`src/shared/lrzp_pkg.sv`:
```
package lrzp_pkg;

  localparam int CA_W = 10;
  localparam int MA_W = 8;
  localparam logic [7:0] MA_RESET = 8'h3f;
  localparam logic [7:0] MA_ZQ = 8'h0a;
  localparam logic [7:0] ZQ_INIT_OP = 8'hff;
  localparam logic [7:0] ZQ_LONG_OP = 8'hab;
  localparam logic [7:0] ZQ_SHORT_OP = 8'h56;
  localparam logic [7:0] ZQ_RESET_OP = 8'hc3;
  localparam int CLK_NS = 100;
  localparam int T_INIT4_NS = 1000;
  localparam int T_ZQINIT_NS = 1000000;
  localparam int T_ZQCL_NS = 360;
  localparam int T_ZQCS_NS = 90;
  localparam int T_ZQRESET_NS = 50;
  localparam int T_CKE_CK = 3;
  localparam int T_XP_NS = 200;
  localparam int T_INIT4_CK = (T_INIT4_NS + CLK_NS - 1) / CLK_NS;
  localparam int T_ZQINIT_CK = (T_ZQINIT_NS + CLK_NS - 1) / CLK_NS;
  localparam int T_ZQCL_CK = (T_ZQCL_NS + CLK_NS - 1) / CLK_NS;
  localparam int T_ZQCS_CK = (T_ZQCS_NS + CLK_NS - 1) / CLK_NS;
  localparam int T_ZQRESET_CK = (T_ZQRESET_NS + CLK_NS - 1) / CLK_NS;
  localparam int T_XP_CK = (T_XP_NS + CLK_NS - 1) / CLK_NS;
  localparam int CNT_W = 16;

  typedef enum {
    LRZP_IDLE,
    LRZP_RESETTING,
    LRZP_ZQ_BUSY,
    LRZP_PD,
    LRZP_PD_EXIT
  } lrzp_state_e;

  typedef struct packed {
    logic cs_n;
    logic [CA_W-1:0] ca_r;
    logic [CA_W-1:0] ca_f;
  } lrzp_cmd_s;

  typedef struct packed {
    logic mrw_reset;
    logic zq_init;
    logic zq_long;
    logic zq_short;
    logic zq_reset;
  } lrzp_evt_s;

endpackage : lrzp_pkg

```
`src/hdl/lrzp_ctrl.sv`:
```
module lrzp_ctrl #(
  parameter int ZQINIT_CK = lrzp_pkg::T_ZQINIT_CK, // Init calibration cycles.
  parameter int INIT4_CK = lrzp_pkg::T_INIT4_CK // Reset period cycles.
) (
  input wire logic clk_i, // 10 MHz clock.
  input wire logic reset_n_i, // Synchronous reset, active low.
  input wire logic ce_i, // Clock enable for all state.
  input wire logic cke_i, // Memory clock enable pin.
  input wire logic cs_n_i, // Chip select pin, active low.
  input wire logic [lrzp_pkg::CA_W-1:0] ca_r_i, // Rising-edge command/address.
  input wire logic [lrzp_pkg::CA_W-1:0] ca_f_i, // Falling-edge command/address.
  input wire logic zq_tied_i, // Calibration pin tied to supply.
  input wire logic banks_open_i, // Any bank holds an open row.
  output logic busy_o, // Reset or calibration period running.
  output logic resetting_o, // Auto-initialization resetting.
  output logic mr_default_o, // One-cycle pulse: restore mode register defaults.
  output logic array_invalid_o, // Array contents undefined.
  output logic [1:0] zq_mode_o, // Current calibration: 0 init 1 long 2 short 3 reset.
  output logic zq_calibrated_o, // Driver uses calibrated settings.
  output logic pd_o, // In power-down.
  output logic pd_active_o, // Active power-down.
  output logic buf_en_o, // Input/output buffers enabled.
  output logic cmd_ok_o, // Commands may be accepted.
  output logic viol_o // Sticky: non-no-op during busy or exit latency.
);

  // Refuses busy counts that the counter cannot hold.
  if (ZQINIT_CK < 1 || INIT4_CK < 1 ||
      ZQINIT_CK >= 65536 || INIT4_CK >= 65536) begin : g_bad_count
    $error("lrzp_ctrl: busy counts must fit the counter");
  end

  ////////////////////////////////////////////////////////////////////////////
  // Pin synchronisers.
  logic [1:0] cke_s;
  logic [1:0] cs_s;
  logic [2*lrzp_pkg::CA_W-1:0] ca_s0;
  logic [2*lrzp_pkg::CA_W-1:0] ca_s1;
  logic [1:0] zq_s;
  logic [1:0] bank_s;
  logic cke_prev;
  logic [1:0] next_cke_s;
  logic [1:0] next_cs_s;
  logic [2*lrzp_pkg::CA_W-1:0] next_ca_s0;
  logic [2*lrzp_pkg::CA_W-1:0] next_ca_s1;
  logic [1:0] next_zq_s;
  logic [1:0] next_bank_s;
  logic next_cke_prev;

  // Two-stage capture of every pin; the second stage alone feeds logic.
  always_comb begin
    next_cke_s = {cke_s[0], cke_i};
    next_cs_s = {cs_s[0], cs_n_i};
    next_ca_s0 = {ca_r_i, ca_f_i};
    next_ca_s1 = ca_s0;
    next_zq_s = {zq_s[0], zq_tied_i};
    next_bank_s = {bank_s[0], banks_open_i};
    next_cke_prev = cke_s[1];
  end

  // Registers the synchronisers.
  always_ff @(posedge clk_i) begin
    if (!reset_n_i) begin
      cke_s <= 2'h0;
      cs_s <= 2'h3;
      ca_s0 <= '0;
      ca_s1 <= '0;
      zq_s <= 2'h0;
      bank_s <= 2'h0;
      cke_prev <= 1'b0;
    end else if (ce_i) begin
      cke_s <= next_cke_s;
      cs_s <= next_cs_s;
      ca_s0 <= next_ca_s0;
      ca_s1 <= next_ca_s1;
      zq_s <= next_zq_s;
      bank_s <= next_bank_s;
      cke_prev <= next_cke_prev;
    end
  end

  ////////////////////////////////////////////////////////////////////////////
  // Command decode.
  lrzp_pkg::lrzp_cmd_s cmd;
  logic is_nop;
  logic is_mrw;
  logic [lrzp_pkg::MA_W-1:0] ma;
  logic [7:0] op;
  lrzp_pkg::lrzp_evt_s evt;

  // Decodes the sampled command and its mode register fields.
  always_comb begin
    cmd = '{cs_n: cs_s[1], ca_r: ca_s1[2*lrzp_pkg::CA_W-1:lrzp_pkg::CA_W],
            ca_f: ca_s1[lrzp_pkg::CA_W-1:0]};
    is_nop = cmd.cs_n || (cmd.ca_r[2:0] == 3'h7);
    is_mrw = !cmd.cs_n && (cmd.ca_r[3:0] == 4'h0) && cke_s[1] && cke_prev;
    ma = {cmd.ca_f[1:0], cmd.ca_r[9:4]};
    op = cmd.ca_f[9:2];
    evt.mrw_reset = is_mrw && (ma == lrzp_pkg::MA_RESET);
    evt.zq_init = is_mrw && (ma == lrzp_pkg::MA_ZQ) && (op == lrzp_pkg::ZQ_INIT_OP) && !zq_s[1];
    evt.zq_long = is_mrw && (ma == lrzp_pkg::MA_ZQ) && (op == lrzp_pkg::ZQ_LONG_OP) && !zq_s[1];
    evt.zq_short = is_mrw && (ma == lrzp_pkg::MA_ZQ) && (op == lrzp_pkg::ZQ_SHORT_OP) && !zq_s[1];
    evt.zq_reset = is_mrw && (ma == lrzp_pkg::MA_ZQ) && (op == lrzp_pkg::ZQ_RESET_OP) && !zq_s[1];
  end

  ////////////////////////////////////////////////////////////////////////////
  // Main state machine.
  lrzp_pkg::lrzp_state_e state;
  lrzp_pkg::lrzp_state_e next_state;
  logic [lrzp_pkg::CNT_W-1:0] cnt;
  logic [lrzp_pkg::CNT_W-1:0] next_cnt;
  logic [1:0] zq_mode;
  logic [1:0] next_zq_mode;
  logic calibrated;
  logic next_calibrated;
  logic mr_pulse;
  logic next_mr_pulse;
  logic arr_bad;
  logic next_arr_bad;
  logic pd_act;
  logic next_pd_act;
  logic viol;
  logic next_viol;

  // Computes next state, busy counter and flags.
  always_comb begin
    next_state = state;
    next_cnt = (cnt != '0) ? cnt - 1'b1 : cnt;
    next_zq_mode = zq_mode;
    next_calibrated = calibrated && !zq_s[1];
    next_mr_pulse = 1'b0;
    next_arr_bad = arr_bad;
    next_pd_act = pd_act;
    next_viol = viol;
    case (state)
      lrzp_pkg::LRZP_IDLE: begin
        if (cke_prev && !cke_s[1] && cmd.cs_n) begin
          next_state = lrzp_pkg::LRZP_PD;
          next_pd_act = bank_s[1];
        end else if (evt.mrw_reset) begin
          next_state = lrzp_pkg::LRZP_RESETTING;
          next_mr_pulse = 1'b1;
          next_arr_bad = 1'b1;
          next_calibrated = 1'b0;
          next_cnt = lrzp_pkg::CNT_W'(INIT4_CK);
        end else if (evt.zq_init) begin
          next_state = lrzp_pkg::LRZP_ZQ_BUSY;
          next_zq_mode = 2'h0;
          next_cnt = lrzp_pkg::CNT_W'(ZQINIT_CK);
        end else if (evt.zq_long) begin
          next_state = lrzp_pkg::LRZP_ZQ_BUSY;
          next_zq_mode = 2'h1;
          next_cnt = lrzp_pkg::CNT_W'(lrzp_pkg::T_ZQCL_CK);
        end else if (evt.zq_short) begin
          next_state = lrzp_pkg::LRZP_ZQ_BUSY;
          next_zq_mode = 2'h2;
          next_cnt = lrzp_pkg::CNT_W'(lrzp_pkg::T_ZQCS_CK);
        end else if (evt.zq_reset) begin
          next_state = lrzp_pkg::LRZP_ZQ_BUSY;
          next_zq_mode = 2'h3;
          next_cnt = lrzp_pkg::CNT_W'(lrzp_pkg::T_ZQRESET_CK);
        end
      end
      lrzp_pkg::LRZP_RESETTING, lrzp_pkg::LRZP_ZQ_BUSY: begin
        if (!is_nop) begin
          next_viol = 1'b1;
        end
        if (cnt == 16'h0001) begin
          next_state = lrzp_pkg::LRZP_IDLE;
          if (state == lrzp_pkg::LRZP_ZQ_BUSY) begin
            next_calibrated = (zq_mode != 2'h3) && !zq_s[1];
          end
        end
      end
      // Nothing runs while powered down, except that a tied calibration pin still clears calibration; the exit is watched.
      lrzp_pkg::LRZP_PD: begin
        if (cke_s[1]) begin
          next_state = lrzp_pkg::LRZP_PD_EXIT;
          next_cnt = lrzp_pkg::CNT_W'(lrzp_pkg::T_XP_CK);
        end
      end
      lrzp_pkg::LRZP_PD_EXIT: begin
        if (!is_nop) begin
          next_viol = 1'b1;
        end
        if (cnt == 16'h0001) begin
          next_state = lrzp_pkg::LRZP_IDLE;
          next_pd_act = 1'b0;
        end
      end
      default: begin
        next_state = lrzp_pkg::LRZP_IDLE;
      end
    endcase
  end

  // Registers the state machine.
  always_ff @(posedge clk_i) begin
    if (!reset_n_i) begin
      state <= lrzp_pkg::LRZP_IDLE;
      cnt <= '0;
      zq_mode <= 2'h0;
      calibrated <= 1'b0;
      mr_pulse <= 1'b0;
      arr_bad <= 1'b0;
      pd_act <= 1'b0;
      viol <= 1'b0;
    end else if (ce_i) begin
      state <= next_state;
      cnt <= next_cnt;
      zq_mode <= next_zq_mode;
      calibrated <= next_calibrated;
      mr_pulse <= next_mr_pulse;
      arr_bad <= next_arr_bad;
      pd_act <= next_pd_act;
      viol <= next_viol;
    end
  end

  ////////////////////////////////////////////////////////////////////////////
  // Registered outputs.
  logic [10:0] next_out;
  logic [10:0] out_q;

  // Derives the output bundle from the next state so outputs stay registered.
  always_comb begin
    next_out = {next_state == lrzp_pkg::LRZP_RESETTING || next_state == lrzp_pkg::LRZP_ZQ_BUSY,
                next_state == lrzp_pkg::LRZP_RESETTING, next_mr_pulse, next_arr_bad,
                next_zq_mode, next_calibrated, next_state == lrzp_pkg::LRZP_PD,
                next_state == lrzp_pkg::LRZP_PD && next_pd_act,
                next_state != lrzp_pkg::LRZP_PD,
                next_state == lrzp_pkg::LRZP_IDLE};
  end

  // Registers the output bundle.
  always_ff @(posedge clk_i) begin
    if (!reset_n_i) begin
      out_q <= 11'h003;
    end else if (ce_i) begin
      out_q <= next_out;
    end
  end

  assign {busy_o, resetting_o, mr_default_o, array_invalid_o, zq_mode_o, zq_calibrated_o,
          pd_o, pd_active_o, buf_en_o, cmd_ok_o} = out_q;
  assign viol_o = viol;
endmodule // lrzp_ctrl

```
`config.mk`:
```
export PLATFORM = sky130hd
export DESIGN_NAME = lrzp_ctrl
export DESIGN_NICKNAME = d
export VERILOG_FILES = /design/src/shared/lrzp_pkg.sv /design/src/hdl/lrzp_ctrl.sv
export SDC_FILE = /design/constraint.sdc
export NUM_CORES = 1
export LEC_CHECK = 0
export BUFFER_PORTS_ARGS = -buffer_cell sky130_fd_sc_hd__clkbuf_2
export CAP_MARGIN = 20
export CORE_ASPECT_RATIO = 0.5
export CORE_UTILIZATION = 35
export DETAILED_ROUTE_END_ITERATION = 8
export GPL_TIMING_DRIVEN = 0
export PLACE_DENSITY_LB_ADDON = 0.3
export REMOVE_ABC_BUFFERS = 1
export SLEW_MARGIN = 5
export SYNTH_ARGS = -nofsm -noshare
export SYNTH_HDL_FRONTEND = slang
export SYNTH_SLANG_ARGS = --single-unit
```
`constraint.sdc`:
```
create_clock -name clk_i -period 2.6 [get_ports clk_i]
set_input_delay 0.26 -clock clk_i [delete_from_list [all_inputs] [get_ports clk_i]]
set_output_delay 0.26 -clock clk_i [all_outputs]
set_load 0.1 [all_outputs]
```
==> impl_results.md <==
- Result of the run: finished, final reports clean
- Placed Cells incl. Taps: approximately 710
- Final number of setup-violating endpoints: 0
- Met3 Use GR: 0.03830
- Number of synthesized register bits: 110
- Layout overhead on the synthesized area: 11.66%
- Max Freq: ~420 MHz
- Worst hold path type: in2reg
- IO Pins: 39
- Overall power of the completed layout: between 4 and 5 mW
- Distinct cell type count after synthesis: approximately 80
- Initial core utilization: 0.3620
- Leakage: roughly 2.4 nW
- Transition time of the tightest slew-check pin: 0.9549 ns
- Number of maximum-capacitance constraint violations: 0
- Layout Cells excl Fill: 724
- Arrival @ worst endpoint: around 2.7 ns
- Clock tree root driver cell: sky130_fd_sc_hd__clkbuf_16
- Min Clock Period, post-route: about 2.4 ns
- GR met2 Demand/Resource: 0.2086
- Worst setup slack for register-to-register paths: around 0.21 ns
- CTS tree: done
- Half-perimeter wire length after detailed placement: 6910 um
- NumNets Final: between 500 and 600
- Count of antenna diodes in the layout: 0
- Routed via count: roughly 3.6k
- Detailed router's first-iteration violation count: roughly 300
- Global-route wire length before repair: 17170 um
- Number of iterations in the first detailed-routing pass: 4
- Yosys warning count: 0
- # DRC: 0
- Grt met1 use: 0.2141
- Mean routed wirelength per cell: between 10 and 15 um
- Max stage delay on crit path: 0.62 ns
- CTS Sinks: 110
- Height of the die: about 86 um
- Cts bufs inserted: 9
- Commonest cells in the synthesized netlist: sky130_fd_sc_hd__dfxtp_1 (110), sky130_fd_sc_hd__nor2_1 (80), sky130_fd_sc_hd__mux2i_1 (52), sky130_fd_sc_hd__and3_1 (34), sky130_fd_sc_hd__nand2_1 (24)
- Worst endpoint required time: 2.89 ns
- Worst VDD drop: between 0.3 and 0.4 mV
- Most common cell in the synthesized netlist: sky130_fd_sc_hd__dfxtp_1
- Share of synthesized registers carrying an async set or reset: 0
- Final hold viol count: 0
- CP Launch Point: cnt[10]
- Via count of the first global-routing pass: about 3.4k
- RSZ-0062 raised after global routing: no
- Hold-fix buffer count after cts: 0
- Element type at the critical path end: register
- Portion of synthesized cell area occupied by the leading cell type: 0.4452
- Worst setup path class: reg2reg
- Top cells by area in the synthesized netlist: sky130_fd_sc_hd__dfxtp_1 (45%), sky130_fd_sc_hd__mux2i_1 (11%), sky130_fd_sc_hd__nor2_1 (6.1%)
- Clock edge transition at the registers on the reported setup and hold paths: 0.07 ns
- Fraction of final layout cells sized beyond drive strength 1: 0.1635
- GRT Total Usage: 0.1474
- Crit share post-route: 0.9195
- DIE AREA: between 10000 and 15000 um^2
- Maximum buffer depth of the clock tree: 2
- Num rows: 30
- Critical Path Source Type: register
- Count of buffers added by post-CTS timing repair for setup: 0
- Cell area after technology mapping: around 4900 um^2
- Global route total overflow: 0
- Critical-path maximum fanout: 9
- Number of levels the H-tree was split into: 3
- Antenna violations before repair: 0
- Dominant register cell in the synthesized netlist: sky130_fd_sc_hd__dfxtp_1
- Total routed wirelength: ~10000 um
- Sequential share of the synthesized area: 0.4452
- Maximum number of pins on one net before global-route repair: 55
- Total count of max-transition violations in the final report: 0
- Residual antenna-violating net count after detailed routing: 0
- Busiest layer in global routing: met1
- Gp weighted congestion: 0.8565
- Number of flops mapped to enable cells by yosys: 0
- Detailed-route vias per instance: approximately 5
- Source of the worst register-to-register timing path: cnt[10]
- Number of port buffers: 38
- Critical Path Slowest Stage Cell: sky130_fd_sc_hd__nor4_2
- Mean area per synthesized cell: between 9 and 10 um^2
- Cell area power density: 873.4 nW/um^2
- Chip Width: between 150 and 200 um
- CP cell instances: nor4_2 -> and4_1 -> a21oi_1 -> o311ai_1 -> a311o_1
- Instance count of the mapped netlist: between 500 and 600
- Placeable core area: roughly 14000 um^2
- Cell type with the largest total area after synthesis: sky130_fd_sc_hd__dfxtp_1
- Hold path startpoint: cs_n_i
- Worst-Skew Late Latency: approximately 0.35 ns
- Clock skew: roughly 0.0085 ns
- Relative slew slack: 0.3634
-- cells by family (layout without fill, tap and decap cells) --
group           after synthesis  in the layout  share of synthesized area
compound gates               67             67                     0.1030
mux                          53             53                     0.1075
flops                       110            110                     0.4452
buf+inv                      41             65                    0.04781
fa+ha+maj                     2              2                   0.005059
simple gates                225            225                     0.2737
xor+xnor                     10             10                    0.01771
-- power breakdown --
group	switching (mW)	internal (mW)	total (mW)
registers	0.179	1.83	2.01
clock network	0.611	0.776	1.39
logic	0.811	0.613	1.42
total	1.60	3.22	4.82
-- through the flow --
stage | setup WS (ns) | hold slack (ns) | cell area, um^2 | setup TNS (ns) | util
final | 0.2092 | 0.1354 | 5523 | 0 | 0.4042
after global routing | 0.03253 | 0.1308 | 5523 | 0 | 0.4042
after CTS | 0.2600 | 0.1287 | 5517 | 0 | 0.4038
after detailed placement | 0.1326 | 0.4553 | 5216 | 0 | 0.3818
after global placement | -1.499 | 0.4554 | 5174 | -48.45 | 0.3787
after floorplan | 0.6670 | 0.3219 | 4743 | 0 | -
-- per-layer routing --
| metal | wire length, um | vias to the layer above |
|---|---|---|
| li1 | - | 1880 |
| met1 | 5476 | 1688 |
| met2 | 4136 | 57 |
| met3 | 348 | 4 |
| met4 | 67 | 0 |
| met5 | 0 | - |
-- worst max-delay path, delay by kind of cell, from the launching register on --
| family | cells | cell delay, ns |
|---|---|---|
| DFF | 1 | 0.36 |
| and+or+nand+nor | 2 | 1.17 |
| AOI/OAI and AO/OA | 3 | 0.80 |
-- cells in the final DEF (no fill, tap or decap), types with 5 or more instances in the layout --
cell type / n
sky130_fd_sc_hd__clkbuf_16: 9
sky130_fd_sc_hd__nand2_1: 24
sky130_fd_sc_hd__nor4_1: 8
sky130_fd_sc_hd__nor3_1: 13
sky130_fd_sc_hd__xor2_1: 5
sky130_fd_sc_hd__xnor2_1: 5
sky130_fd_sc_hd__o21ai_0: 14
sky130_fd_sc_hd__a21oi_1: 14
sky130_fd_sc_hd__nor4_4: 6
sky130_fd_sc_hd__dfxtp_1: 110
sky130_fd_sc_hd__and3_1: 34
sky130_fd_sc_hd__inv_1: 8
sky130_fd_sc_hd__nor2_1: 80
sky130_fd_sc_hd__clkbuf_2: 37
sky130_fd_sc_hd__nand3_1: 8
sky130_fd_sc_hd__nand4_1: 8
sky130_fd_sc_hd__mux2i_1: 52
-- sequential cells by signal, indices dropped and copies added (netlist names), 2 cells and up --
register and cells:
cke_s 2, out_q 10, zq_s 2, ca_s0 20
cs_s 2, ca_s1 20, state 32, cnt 16
bank_s 2
-- final timing paths --
kind / end / cells past startpoint
worst max-delay path: out_q[0] / 5
worst max register to register: out_q[0] / 5
worst min-delay path: cs_s[0] / 3
worst min register to register: cnt[13] / 2
-- timing repair --
| item | CTS | global route |
|---|---|---|
| hold endpoints to repair | 0 | 0 |
| gates resized for setup | 0 | 1 |
| setup endpoints to repair | 0 | 3 |
-- cell type report --
type,instances,area (um^2)
Timing Repair Buffer,40,232.7
Clock buffer,11,242.7
Fill cell,1371,8140
Sequential cell,110,2202
Clock inverter,5,57.56
Inverter,9,33.78
Tap cell,192,240.2
Multi-Input combinational cell,357,2514
No activity file was read; power rests on OpenSTA's default activity.
